$ cat config.mk
export PLATFORM = sky130hd
export DESIGN_NAME = iicsf_top
export DESIGN_NICKNAME = d
export VERILOG_FILES = /design/src/core/iicsf_pkg.sv /design/src/core/iicsf_flag.sv /design/src/core/iicsf_sync.sv /design/src/core/iicsf_top.sv
export SDC_FILE = /design/constraint.sdc
export NUM_CORES = 1
export LEC_CHECK = 0
export BUFFER_PORTS_ARGS = -buffer_cell sky130_fd_sc_hd__buf_2
export CORE_ASPECT_RATIO = 2
export CORE_MARGIN = 2
export CORE_UTILIZATION = 54
export CTS_CLUSTER_DIAMETER = 80
export DETAILED_ROUTE_END_ITERATION = 7
export PLACE_DENSITY = 0.79
export SYNTH_ARGS = -nofsm -noshare
export SYNTH_HDL_FRONTEND = slang
export SYNTH_SLANG_ARGS = --single-unit
$ cat constraint.sdc
create_clock -name clk_sys_in -period 3.9 [get_ports clk_sys_in]
set_clock_uncertainty 0.15 [all_clocks]
set_input_delay 0.78 -clock clk_sys_in [delete_from_list [all_inputs] [get_ports clk_sys_in]]
set_output_delay 0.78 -clock clk_sys_in [all_outputs]
set_load 0.005 [all_outputs]
$ cat src/core/iicsf_pkg.sv
// Purpose: shared constants and carrier types for the iic status flags
// Assumes: 32-bit apb data, flags packed into bits 31..24
// Notes:   offsets are byte addresses inside a 4 kbyte window
package iicsf_pkg;
  // ---------------------------------------------------------------
  // register map
  // ---------------------------------------------------------------
  localparam int          ADDR_W   = 12;
  localparam logic [11:0] OFS_ISR  = 12'h020;
  localparam logic [11:0] OFS_IER  = 12'h028;
  localparam logic [11:0] OFS_CR   = 12'h100;
  localparam logic [11:0] OFS_SR   = 12'h104;
  localparam logic [11:0] OFS_ADR  = 12'h110;
  localparam logic [11:0] OFS_TBA  = 12'h11c;
  localparam logic [11:0] OFS_RXTH = 12'h120;
  // ---------------------------------------------------------------
  // field positions
  // ---------------------------------------------------------------
  localparam int FLD_LO   = 24;
  localparam int FLD_W    = 8;
  localparam int CR_EN    = 31;
  localparam int CR_GC    = 25;
  localparam int ADR_LO   = 1;
  localparam int ADR_W    = 7;
  localparam int TBA_W    = 10;
  localparam int TBA_MODE = 15;
  localparam int RXTH_W   = 4;
  // ---------------------------------------------------------------
  // reset values and bus constants
  // ---------------------------------------------------------------
  localparam logic [7:0]  FLD_RST  = 8'h00;
  localparam logic [6:0]  ADR_RST  = 7'h00;
  localparam logic [10:0] TBA_RST  = 11'h000;
  localparam logic [3:0]  RXTH_RST = 4'h0;
  localparam logic [31:0] WORD_0   = 32'h0000_0000;
  localparam logic [6:0]  GC_ADDR  = 7'h00;
  localparam logic [4:0]  TEN_PFX  = 5'h1e;
  localparam logic [3:0]  BIT_LAST = 4'h7;
  localparam logic [3:0]  BIT_ACK  = 4'h8;
  localparam int          Q_DEPTH  = 16;
  // ---------------------------------------------------------------
  // types
  // ---------------------------------------------------------------
  typedef enum logic [1:0] {
    ST_IDLE,
    ST_ADDR1,
    ST_ADDR2,
    ST_DATA
  } iicsf_state_t;

  // status bits 31 down to 24
  typedef struct packed {
    logic general_call_hit;
    logic addressed_slave_flag;
    logic bus_busy_flag;
    logic slave_direction_bit;
    logic tx_queue_full;
    logic rx_queue_full_status;
    logic rx_queue_empty_status;
    logic tx_queue_empty;
  } iicsf_status_t;

  // interrupt bits 31 down to 24
  typedef struct packed {
    logic arbitration_lost_irq;
    logic tx_error_or_slave_tx_done;
    logic tx_queue_empty_irq;
    logic rx_queue_full_irq;
    logic bus_idle_irq;
    logic addressed_irq;
    logic not_addressed_irq;
    logic tx_queue_half_empty_irq;
  } iicsf_irq_t;
endpackage : iicsf_pkg

$ cat src/core/iicsf_flag.sv
// Purpose: bank of sticky flags, write one to clear
// Assumes: set and clear are synchronous to clk_in; set terms may be levels held for many cycles
// Notes:   a set in the clearing cycle wins, so no event is lost
`timescale 1ns/1ps
`default_nettype none
module iicsf_flag #(
  parameter int W = 8
) (
  // clock and reset
  input  wire logic         clk_in,
  input  wire logic         rst_in,
  // control
  input  wire logic [W-1:0] set_in,
  input  wire logic [W-1:0] clr_in,
  output var  logic [W-1:0] q_out
);
  always_ff @(posedge clk_in or posedge rst_in) begin
    if (rst_in) begin
      q_out <= '0;
    end else begin
      q_out <= (q_out & ~clr_in) | set_in;
    end
  end
endmodule : iicsf_flag
`default_nettype wire

$ cat src/core/iicsf_sync.sv
// Purpose: two flip-flop synchroniser for pin levels
// Assumes: inputs are slow levels relative to clk_in
// Notes:   first stage is read only by the second stage
`timescale 1ns/1ps
`default_nettype none
module iicsf_sync #(
  parameter int W = 2
) (
  // clock and reset
  input  wire logic         clk_in,
  input  wire logic         rst_in,
  // levels
  input  wire logic [W-1:0] d_in,
  output var  logic [W-1:0] q_out
);
  logic [W-1:0] meta_r;

  always_ff @(posedge clk_in or posedge rst_in) begin
    if (rst_in) begin
      meta_r <= '1;
      q_out  <= '1;
    end else begin
      meta_r <= d_in;
      q_out  <= meta_r;
    end
  end
endmodule : iicsf_sync
`default_nettype wire

$ cat src/core/iicsf_top.sv
// Purpose: status and interrupt flags of a master/slave iic controller
// Assumes: queue levels and error pulses come from logic on clk_sys_in
// Notes:   one wait state on every apb access
//
// Summary of operation
// core enable gates all other control bits
// status register clears on reset
// status bit 24 shows transmit queue empty
// status bit 25 shows receive queue empty
// bit 26 only at sixteen entries, threshold ignored
// status bit 27 shows transmit queue full
// bit 28 holds master direction when addressed
// bit 29 set on start, cleared on stop
// own address match sets bit 30, slave mode
// ten-bit mode: ten-bit match or general call
// bit 30 clears on stop or repeated start
// bit 31 set on enabled general call
// irq 24 half empty, irq 29 empty
// irq 25 unaddressed, 26 addressed, 27 idle
// irq 28 rx full, 30 error, 31 arbitration
// eeprom answers only control code 1010
// eeprom ignores two block bits, uses lowest
// eeprom takes byte or sixteen-byte page writes
// interrupt flags sticky until written one
//
// Our own choices: the register offsets and the APB slave port.
`timescale 1ns/1ps
`default_nettype none
module iicsf_top #(
  parameter int DEPTH = iicsf_pkg::Q_DEPTH,
  parameter int LVL_W = $clog2(DEPTH + 1)
) (
  // clock and reset
  input  wire logic                    clk_sys_in,
  input  wire logic                    rst_in,
  // apb slave
  input  wire logic                    psel_in,
  input  wire logic                    penable_in,
  input  wire logic                    pwrite_in,
  input  wire logic [iicsf_pkg::ADDR_W-1:0] paddr_in,
  input  wire logic [31:0]             pwdata_in,
  output var  logic [31:0]             prdata_out,
  output var  logic                    pready_out,
  output var  logic                    pslverr_out,
  // queue levels and events
  input  wire logic [LVL_W-1:0]        tx_level_in,
  input  wire logic [LVL_W-1:0]        rx_level_in,
  input  wire logic                    tx_error_in,
  input  wire logic                    slave_tx_done_in,
  input  wire logic                    arb_lost_in,
  // iic pins
  input  wire logic                    scl_in,
  input  wire logic                    sda_in,
  // outputs
  output var  logic                    irq_out,
  output var  logic                    slave_mode_out
);
  localparam logic [LVL_W-1:0] LVL_FULL = LVL_W'(DEPTH);
  localparam logic [LVL_W-1:0] LVL_HALF = LVL_W'(DEPTH / 2);
  // ---------------------------------------------------------------
  // declarations
  // ---------------------------------------------------------------
  logic [1:0]                    pin_s;
  logic                          scl_s, sda_s, scl_q, sda_q;
  logic                          start_det, stop_det, scl_rise;
  logic [7:0]                    cr_r, ier_r;
  logic [iicsf_pkg::ADR_W-1:0]   adr_r;
  logic [10:0]                   tba_r;
  logic [iicsf_pkg::RXTH_W-1:0]  rxth_r;
  logic                          cr_en, gc_en, ten_mode;
  iicsf_pkg::iicsf_state_t       st_r;
  logic [3:0]                    cnt_r;
  logic [7:0]                    shf_r, byte_w;
  logic                          at_last, hit7, hit10, hit_gc, pfx10;
  logic                          rw1_r, aas_r, srw_r, general_call_hit_r, bb_r;
  logic                          sr_txe_r, sr_rxe_r, sr_rxf_r, sr_txf_r;
  iicsf_pkg::iicsf_status_t      sr_w;
  iicsf_pkg::iicsf_irq_t         ev_w;
  logic [7:0]                    ev_bits, isr_q, isr_clr_w, keep_w;
  logic                          req_w, acc_w, wr_w, hit_w;
  logic [31:0]                   rd_w;

  // ---------------------------------------------------------------
  // pin synchronisation and bus conditions
  // ---------------------------------------------------------------
  iicsf_sync #(.W(2)) u_sync (
    .clk_in (clk_sys_in),
    .rst_in (rst_in),
    .d_in   ({scl_in, sda_in}),
    .q_out  (pin_s)
  );
  assign scl_s = pin_s[1];
  assign sda_s = pin_s[0];
  always_ff @(posedge clk_sys_in or posedge rst_in) begin
    if (rst_in) begin
      scl_q <= 1'b1;
      sda_q <= 1'b1;
    end else begin
      scl_q <= scl_s;
      sda_q <= sda_s;
    end
  end
  // sda moving while scl stays high marks start and stop
  assign start_det = scl_s & scl_q & sda_q & ~sda_s;
  assign stop_det  = scl_s & scl_q & ~sda_q & sda_s;
  assign scl_rise  = scl_s & ~scl_q;

  // ---------------------------------------------------------------
  // control decode
  // ---------------------------------------------------------------
  assign cr_en    = cr_r[iicsf_pkg::CR_EN - iicsf_pkg::FLD_LO];
  assign gc_en    = cr_en & cr_r[iicsf_pkg::CR_GC - iicsf_pkg::FLD_LO];
  assign ten_mode = tba_r[iicsf_pkg::TBA_W];
  // ---------------------------------------------------------------
  // address phase tracking
  // ---------------------------------------------------------------
  always_ff @(posedge clk_sys_in or posedge rst_in) begin
    if (rst_in) begin
      shf_r <= 8'h00;
    end else if (scl_rise) begin
      shf_r <= byte_w;
    end
  end
  assign byte_w  = {shf_r[6:0], sda_s};
  assign at_last = scl_rise & (cnt_r == iicsf_pkg::BIT_LAST) & cr_en;
  assign pfx10   = ten_mode &
                   (byte_w[7:3] == iicsf_pkg::TEN_PFX) &
                   (byte_w[2:1] == tba_r[9:8]);
  assign hit_gc  = at_last & (st_r == iicsf_pkg::ST_ADDR1) & gc_en &
                   (byte_w[7:1] == iicsf_pkg::GC_ADDR);
  assign hit7    = at_last & (st_r == iicsf_pkg::ST_ADDR1) & ~ten_mode &
                   (byte_w[7:1] == adr_r);
  assign hit10   = at_last & (st_r == iicsf_pkg::ST_ADDR2) &
                   (byte_w == tba_r[7:0]);
  // the ack clock of the first byte rolls the count into the second
  always_ff @(posedge clk_sys_in or posedge rst_in) begin
    if (rst_in) begin
      st_r  <= iicsf_pkg::ST_IDLE;
      cnt_r <= 4'h0;
    end else if (start_det) begin
      st_r  <= iicsf_pkg::ST_ADDR1;
      cnt_r <= 4'h0;
    end else if (stop_det) begin
      st_r  <= iicsf_pkg::ST_IDLE;
    end else if (scl_rise && st_r != iicsf_pkg::ST_IDLE) begin
      cnt_r <= (cnt_r == iicsf_pkg::BIT_ACK) ? 4'h0 : cnt_r + 4'h1;
      if (cnt_r == iicsf_pkg::BIT_LAST) begin
        case (st_r)
          iicsf_pkg::ST_ADDR1: begin
            st_r <= (pfx10 && cr_en) ? iicsf_pkg::ST_ADDR2
                                     : iicsf_pkg::ST_DATA;
          end
          default: begin
            st_r <= iicsf_pkg::ST_DATA;
          end
        endcase
      end
    end
  end

  always_ff @(posedge clk_sys_in or posedge rst_in) begin
    if (rst_in) begin
      rw1_r <= 1'b0;
    end else if (at_last && st_r == iicsf_pkg::ST_ADDR1) begin
      rw1_r <= byte_w[0];
    end
  end

  // ---------------------------------------------------------------
  // bus state flags
  // ---------------------------------------------------------------
  always_ff @(posedge clk_sys_in or posedge rst_in) begin
    if (rst_in) begin
      bb_r <= 1'b0;
    end else if (start_det) begin
      bb_r <= 1'b1;
    end else if (stop_det) begin
      bb_r <= 1'b0;
    end
  end

  always_ff @(posedge clk_sys_in or posedge rst_in) begin
    if (rst_in) begin
      aas_r  <= 1'b0;
      general_call_hit_r <= 1'b0;
    end else if (start_det || stop_det) begin
      aas_r  <= 1'b0;
      general_call_hit_r <= 1'b0;
    end else begin
      if (hit7 || hit10 || hit_gc) begin
        aas_r <= 1'b1;
      end
      if (hit_gc) begin
        general_call_hit_r <= 1'b1;
      end
    end
  end

  // direction only means something once the address byte is done
  always_ff @(posedge clk_sys_in or posedge rst_in) begin
    if (rst_in) begin
      srw_r <= 1'b0;
    end else if (hit10) begin
      srw_r <= rw1_r;
    end else if (hit7 || hit_gc) begin
      srw_r <= byte_w[0];
    end
  end

  always_ff @(posedge clk_sys_in or posedge rst_in) begin
    if (rst_in) begin
      sr_txe_r <= 1'b0;
      sr_rxe_r <= 1'b0;
      sr_rxf_r <= 1'b0;
      sr_txf_r <= 1'b0;
    end else begin
      sr_txe_r <= (tx_level_in == '0);
      sr_rxe_r <= (rx_level_in == '0);
      sr_rxf_r <= (rx_level_in == LVL_FULL);
      sr_txf_r <= (tx_level_in == LVL_FULL);
    end
  end

  assign sr_w = {general_call_hit_r, aas_r, bb_r, srw_r,
                 sr_txf_r, sr_rxf_r, sr_rxe_r, sr_txe_r};

  // ---------------------------------------------------------------
  // interrupt flags
  // ---------------------------------------------------------------
  always_comb begin
    ev_w.tx_queue_half_empty_irq   = (tx_level_in <= LVL_HALF);
    ev_w.tx_queue_empty_irq        = sr_txe_r;
    ev_w.not_addressed_irq         = ~aas_r;
    ev_w.addressed_irq             = aas_r;
    ev_w.bus_idle_irq              = ~bb_r;
    ev_w.rx_queue_full_irq         = sr_rxf_r;
    ev_w.tx_error_or_slave_tx_done = tx_error_in | slave_tx_done_in;
    ev_w.arbitration_lost_irq      = arb_lost_in;
  end

  assign ev_bits   = ev_w;
  assign isr_clr_w = (wr_w && paddr_in == iicsf_pkg::OFS_ISR)
                   ? pwdata_in[31:iicsf_pkg::FLD_LO] : 8'h00;
  assign keep_w    = isr_q & ~isr_clr_w;
  iicsf_flag #(.W(iicsf_pkg::FLD_W)) u_isr (
    .clk_in (clk_sys_in),
    .rst_in (rst_in),
    .set_in (ev_bits),
    .clr_in (isr_clr_w),
    .q_out  (isr_q)
  );
  always_ff @(posedge clk_sys_in or posedge rst_in) begin
    if (rst_in) begin
      irq_out <= 1'b0;
    end else begin
      irq_out <= |(isr_q & ier_r);
    end
  end
  always_ff @(posedge clk_sys_in or posedge rst_in) begin
    if (rst_in) begin
      slave_mode_out <= 1'b0;
    end else begin
      slave_mode_out <= aas_r & ~(start_det | stop_det);
    end
  end

  // ---------------------------------------------------------------
  // apb slave, one wait state so read data comes from a flop
  // ---------------------------------------------------------------
  assign req_w = psel_in & penable_in & ~pready_out;
  assign acc_w = psel_in & penable_in & pready_out;
  assign wr_w  = acc_w & pwrite_in;

  always_comb begin
    rd_w  = iicsf_pkg::WORD_0;
    hit_w = 1'b1;
    case (paddr_in)
      iicsf_pkg::OFS_ISR:  rd_w[31:iicsf_pkg::FLD_LO] = isr_q;
      iicsf_pkg::OFS_IER:  rd_w[31:iicsf_pkg::FLD_LO] = ier_r;
      iicsf_pkg::OFS_CR:   rd_w[31:iicsf_pkg::FLD_LO] = cr_r;
      iicsf_pkg::OFS_SR:   rd_w[31:iicsf_pkg::FLD_LO] = sr_w;
      iicsf_pkg::OFS_ADR:  rd_w[7:iicsf_pkg::ADR_LO] = adr_r;
      iicsf_pkg::OFS_TBA: begin
        rd_w[iicsf_pkg::TBA_W-1:0] = tba_r[9:0];
        rd_w[iicsf_pkg::TBA_MODE]  = tba_r[iicsf_pkg::TBA_W];
      end
      iicsf_pkg::OFS_RXTH: rd_w[iicsf_pkg::RXTH_W-1:0] = rxth_r;
      default:             hit_w = 1'b0;
    endcase
  end

  always_ff @(posedge clk_sys_in or posedge rst_in) begin
    if (rst_in) begin
      pready_out  <= 1'b0;
      prdata_out  <= iicsf_pkg::WORD_0;
      pslverr_out <= 1'b0;
    end else begin
      pready_out  <= req_w;
      prdata_out  <= req_w ? rd_w : iicsf_pkg::WORD_0;
      pslverr_out <= req_w & ~hit_w;
    end
  end

  // threshold is stored only; it never moves the full flag
  always_ff @(posedge clk_sys_in or posedge rst_in) begin
    if (rst_in) begin
      cr_r   <= iicsf_pkg::FLD_RST;
      ier_r  <= iicsf_pkg::FLD_RST;
      adr_r  <= iicsf_pkg::ADR_RST;
      tba_r  <= iicsf_pkg::TBA_RST;
      rxth_r <= iicsf_pkg::RXTH_RST;
    end else if (wr_w) begin
      case (paddr_in)
        iicsf_pkg::OFS_CR:   cr_r  <= pwdata_in[31:iicsf_pkg::FLD_LO];
        iicsf_pkg::OFS_IER:  ier_r <= pwdata_in[31:iicsf_pkg::FLD_LO];
        iicsf_pkg::OFS_ADR:  adr_r <= pwdata_in[7:iicsf_pkg::ADR_LO];
        iicsf_pkg::OFS_TBA: begin
          tba_r <= {pwdata_in[iicsf_pkg::TBA_MODE],
                    pwdata_in[iicsf_pkg::TBA_W-1:0]};
        end
        iicsf_pkg::OFS_RXTH: rxth_r <= pwdata_in[iicsf_pkg::RXTH_W-1:0];
        default: begin
        end
      endcase
    end
  end
endmodule : iicsf_top
`default_nettype wire

======== Word level (Yosys, flattened, before mapping) ========
Cells that the tools add are included.
storage, ports and cells
  register bits ........................... 110
  bits of input ports ..................... 64
  output and inout bits ................... 36
  word-level logic and storage cells ...... 141
cells by class
  $add $sub $neg .......................... 1
  order comparisons ....................... 1
  eq/ne operators ......................... 18
  mux-type cells .......................... 27
  bitwise logic cells ..................... 39
  reduce and logical (&&, ||, !) cells .... 28
operators with widths
  cell                                                                     count
  12-bit by 9-bit equality test with 1-bit output (second input constant)  5
  32-bit 2-to-1 mux                                                        1
  8-bit one-hot mux with 4 select lines                                    1
  1-bit bitwise AND                                                        24
  12-bit by 6-bit equality test with 1-bit output (second input constant)  2
  8-bit bitwise AND                                                        2
  4-bit 2-to-1 mux                                                         4
  5-bit equality test (second input constant)                              3
  2-bit AND reduction                                                      7
  1-bit 2-to-1 mux                                                         12
  2-bit nonzero test                                                       6
  5-bit logical NOT                                                        2
  2-bit 2-to-1 mux                                                         5
  1-bit inverter                                                           9
  3-bit one-hot mux with 3 select lines                                    1
  8-bit equality test                                                      1
  8-bit 2-to-1 mux                                                         1
  8-bit inverter                                                           1
  8-bit bitwise OR                                                         1
  4-bit one-hot mux with 2 select lines                                    1
  8-bit OR reduction                                                       1
  7-bit equality test                                                      1
  7-bit logical NOT                                                        1
  7-bit OR reduction                                                       1
  13 further kinds                                                         21

======== Logic depth before layout (Yosys ltp) ========
  depth after elaboration ................. 11
  depth in mapped cells ................... 7

======== Hierarchy ========
From an unflattened synthesis, not the netlist that was laid out.
second synthesis, totals
  cells, all modules ...................... 388
  area total of the unflattened synthesis .. 4,524.3 µm²
modules (own cells, without submodules)
  module      instances  cells each  area an instance (µm²)  seq. area each (µm²)
  iicsf_top   1          358         4,121.5                 2,129.5
  iicsf_flag  1          25          294.0                   200.2
  iicsf_sync  1          5           108.9                   105.1

======== Least setup slack after synthesis ========
Ideal clock, no wire load.
  path type ............................... input -> register
  from .................................... input paddr_in[6] (netlist name)
  to ...................................... register rxth_r[0] (netlist name)
  arrival ................................. 2.125 ns
  required time ........................... 3.625 ns
  setup slack ............................. 1.500 ns
  cell stages on the path ................. 5
  path buffers ............................ 0
  cell sequence ........................... nor4_4 -> nand2_2 -> nor4_4 -> and2b_2 -> mux2_2
on the way
  cells in the longest elaborated chain, start to end .. 2
ends and longest elaborated chain
  element                                          line              RTL
  start: declaration                               iicsf_top.sv:40   input wire logic [iicsf_pkg::ADDR_W-1:0] paddr_in,
  12-bit by 9-bit equality test with 1-bit output  iicsf_top.sv:313  case (paddr_in)
  2-bit AND reduction (no source line)             n/a
  end signal: assignment                           iicsf_top.sv:311  rxth_r <= iicsf_pkg::RXTH_RST;
  end signal: assignment                           iicsf_top.sv:321  iicsf_pkg::OFS_RXTH: rxth_r <= pwdata_in[iicsf_pkg::RXTH_W-1:0];
  end: declaration                                 iicsf_top.sv:69   logic [iicsf_pkg::RXTH_W-1:0] rxth_r;
Every way passes these cells.
A chain may end at the register's enable or synchronous reset.

======== Worst setup path after layout ========
  from .................................... input paddr_in[6] (netlist name)
  to ...................................... register prdata_out[1]
on the way
  cells in the longest elaborated chain, start to end .. 3
  elaborated cells between the ends (all ways) .. 5
  those cells by class .................... eq/ne (3); mux (2)
ends and longest elaborated chain
  element                                          line              RTL
  12-bit by 9-bit equality test with 1-bit output  iicsf_top.sv:277  case (paddr_in)
  3-bit one-hot mux with 3 select lines (*)        iicsf_top.sv:277
  32-bit 2-to-1 mux (*)                            iicsf_top.sv:299  prdata_out <= req_w ? rd_w : iicsf_pkg::WORD_0;
  end signal: assignment                           iicsf_top.sv:295  prdata_out <= iicsf_pkg::WORD_0;
  end signal: assignment                           iicsf_top.sv:299
  end: declaration                                 iicsf_top.sv:42   output var logic [31:0] prdata_out,
Mark *: on every way between the ends. The rest lies on a longest branch, timed or not.

==> impl_metrics.toml <==
[run_status]
status = "finished clean"

[route]
first_pass_iters = 4
drc_errors = 0
drt_iter0_markers = 223
ant_nets = 0
wirelength_um = 9820
dr_total_vias = 3256
via_count_normalized_by_instance_count = 5.79
route.detailed.wl_per_inst_um = 17.5

[critical_path]
depth_of_the_critical_timing_path_with_buffers_and_inverters_included = 6
required_ns = 4.02
worstPathMaxFanout = 11
cp_slowest_stage_delay_ns = 0.70
worst_ep_arrival_time_ns = 2.67
crit_path_leading_delay_family = "simple AND/OR/NAND/NOR gates"
worstSetupStartpointType = "input pin"
cpMostUsedCell = "sky130_fd_sc_hd__nor2_1"
rr_worst_depth = 4
criticalPathCategory = "input pin to register"
endpoint_kind = "register"
critPathBufInv = 1
timing.critical_path.slowest_stage_cell = "sky130_fd_sc_hd__nor2_1"
crit_path_cell_trace = "buf_2 > nor4_4 > nand3_1 > nor2_1 > a222oi_1 > nor2_1"

[floorplanning]
core_area_sq_um = 8170
floorplan.initialDensity_pct = 55.0
die_h_um = 133
num_rows = 47
dieWidth_um = 68.5
number_of_top_level_design_ports = 100
dieArea_sq_um = 9110

[clock_network]
cts_max_path_bufs = 2
cts_root_buf = "sky130_fd_sc_hd__clkbuf_16"
clock_tree_from_tritoncts = "yes"
holdBufCountCts = 0
post_cts.repair.setup_buffers = 0
clkLatencyLatePin_ns = 0.35
cts.htree.levels = 3
numClockSinks = 97
number_of_buffers_inserted_during_clock_tree_synthesis = 9
worst_setup_hold_path_clk_slew_ns = 0.06
post_cts.resized_instances = 0

[layout]
finalCoreUtilization_pct = 63.7
layout.cell_area.non_filler_sq_um = 5210
layout-drive-gt1-share_pct = 34.7
fin_nets = 525
area_delta_synth_final_pct = 15.9
diode_count = 0

[power_and_ir_drop]
p_leak_nw = 2.55
pwr_density_cell_nw_per_um2 = 435
vdd.ir_drop.worst_mv = 0.296

[synth]
ys.warnings.count = 0
post-synth-top-area-fraction_pct = 50.7
synth-edff-count = 0
synthDistinctLibCells = 54
async_flop_share_pct = 100
syn-instance-count = 389
synth_largest_area_cell = "sky130_fd_sc_hd__dfrtp_1"
synth_ff_type = "sky130_fd_sc_hd__dfrtp_1"
count_of_state_elements_after_synthesis = 97
yosysSeqAreaShare_pct = 54.2
synth.top_cells.by_area = "sky130_fd_sc_hd__dfrtp_1 51%, sky130_fd_sc_hd__mux2_2 12%, sky130_fd_sc_hd__nand2_1 3.8%"
syn-cell-area_sq_um = 4500
post_synth.cell_area_avg_sq_um = 11.6

[sta]
worst_slew_margin_rel_pct = 41.6
setup_tns_ns = 0
timing.final.crit_period_ns = 2.55
timing.final.hold_violations = 0
rsz0062_at_grt = "no"
setup_viol = 0
worstMarginPinSlew_ns = 0.868
min_period_over_period_pct = 65.4
report.final.slew_viol_count = 0
fmax_ghz = 0.392

[hold_path]
min_path_cells = 0
worst_hold_path_type = "register to register"

[placement]
gp_routability_congestion = 0.850
dpl-instance-area_sq_um = 4900
detailed_place_hpwl_um = 7260
number_of_port_buffers = 73

[global_route]
grt_pass1_wl_um = 16100
grt_max_degree = 53
via_count_of_the_first_global_routing_pass = 3426
global_route.overflow_total = 0
globalRouteTotalUtil_pct = 23.6
antenna_found_initial = 0

[job]
maxCapViolations = 0
## final timing paths
check | start | to | slack [ns]
max in group asynchronous | rst_in | u_sync.meta_r[1] | 2.47
max reg2reg | u_sync.q_out[1] | rw1_r | 1.44
min | u_sync.meta_r[0] | u_sync.q_out[0] | 0.21
min reg2reg | u_sync.meta_r[0] | u_sync.q_out[0] | 0.21
min in group asynchronous | rst_in | ier_r[2] | 0.40
max | paddr_in[6] | prdata_out[1] | 1.35
## area by class of cell
| class | count | area (sq um) |
|---|---|---|
| well taps | 98 | 123 |
| multi-input cells | 268 | 1910 |
| repair buffers | 75 | 393 |
| clock inverters | 5 | 81.3 |
| clock buffers | 11 | 233 |
| flip-flops and latches | 97 | 2430 |
| fillers | 635 | 2960 |
| inverters | 8 | 31.3 |
## logic make-up (layout without fill, tap and decap cells)
| kind of cell | after synthesis | in the layout | share of synthesized area (%) |
|---|---|---|---|
| xor gates and xnor gates | 18 | 18 | 3.51 |
| other | 1 | 13 | 0.0834 |
| AOI/OAI and AO/OA | 60 | 60 | 9.24 |
| buffers and inverters | 36 | 99 | 4.26 |
| muxes | 48 | 48 | 12.0 |
| DFF | 97 | 97 | 54.2 |
| and+or+nand+nor | 127 | 127 | 16.2 |
| adders and majority gates | 2 | 2 | 0.557 |
## placed cells by master, fill, tap and decap left out, drive strengths merged, types with 4 or more instances in the layout
cell type and instances:
dfrtp 91, buf 75, nand2 48, mux2 47, nor2 27, a22oi 17
a21oi 14, conb 13, clkbuf 11, nor4 10, xnor2 9, xor2 9
o21ai 8, inv 8, nand3 7, dfstp 6, a21o 5, nor3 5
nand4 4, nor2b 4
## power by group
| group | switching (W) | internal [W] | leakage (nW) | total, W |
|---|---|---|---|---|
| logic | 0.000120 | 0.0000936 | 1.12 | 0.000214 |
| registers | 0.0000618 | 0.00105 | 1.28 | 0.00111 |
| clock network | 0.000377 | 0.000564 | 0.150 | 0.000940 |
| total | 0.000559 | 0.00171 | 2.55 | 0.00227 |
## cell usage after synthesis (all sizes together), types with 5 or more instances
cell and n:
mux2 47, o21ai 8, nor4 10, a21oi 14, inv 8, xor2 9, nand2 48, xnor2 9
buf 17, a21o 5, clkbuf 11, a22oi 17, nor3 5, nor2 27, dfrtp 91, nand3 7
dfstp 6
## worst reg2reg max path, cell delays in order (launching register included)
cell and delay [ns]:
sky130_fd_sc_hd__dfstp_2 0.57, sky130_fd_sc_hd__nor2b_1 0.60, sky130_fd_sc_hd__nand3_1 0.20, sky130_fd_sc_hd__nor3b_1 0.45
sky130_fd_sc_hd__mux2_2 0.38
## per-layer routing
metal / part of all wire (%) / GRT usage (%)
met2: 57 / 42.3
met3: 3.8 / 3.66
met5: 0 / 0
met4: 4.8 / 13.9
met1: 35 / 24.3
## stage by stage
stage | power (W) | hold slack [ns] | instances | setup WS (ns)
6_report | 0.00227 | 0.207 | 562 | 1.35
5_1_grt | 0.00235 | 0.215 | 562 | 1.13
4_1_cts | 0.00227 | 0.210 | 562 | 1.39
3_5_place_dp | 0.00134 | 0.201 | 546 | 1.07
3_3_place_gp | 0.00133 | 0.196 | 546 | 1.13
2_1_floorplan | 0.00127 | 0.195 | 401 | 0.446
## flip-flops by register name, indices dropped and copies added (netlist names), 2 cells and up
register,flops
cnt_r,4
u_sync.meta_r,2
tba_r,11
adr_r,7
shf_r,7
u_sync.q_out,2
ier_r,8
u_isr.q_out,8
prdata_out,19
rxth_r,4
cr_r,8
st_r,2
Power figures use the tool's default switching activity.
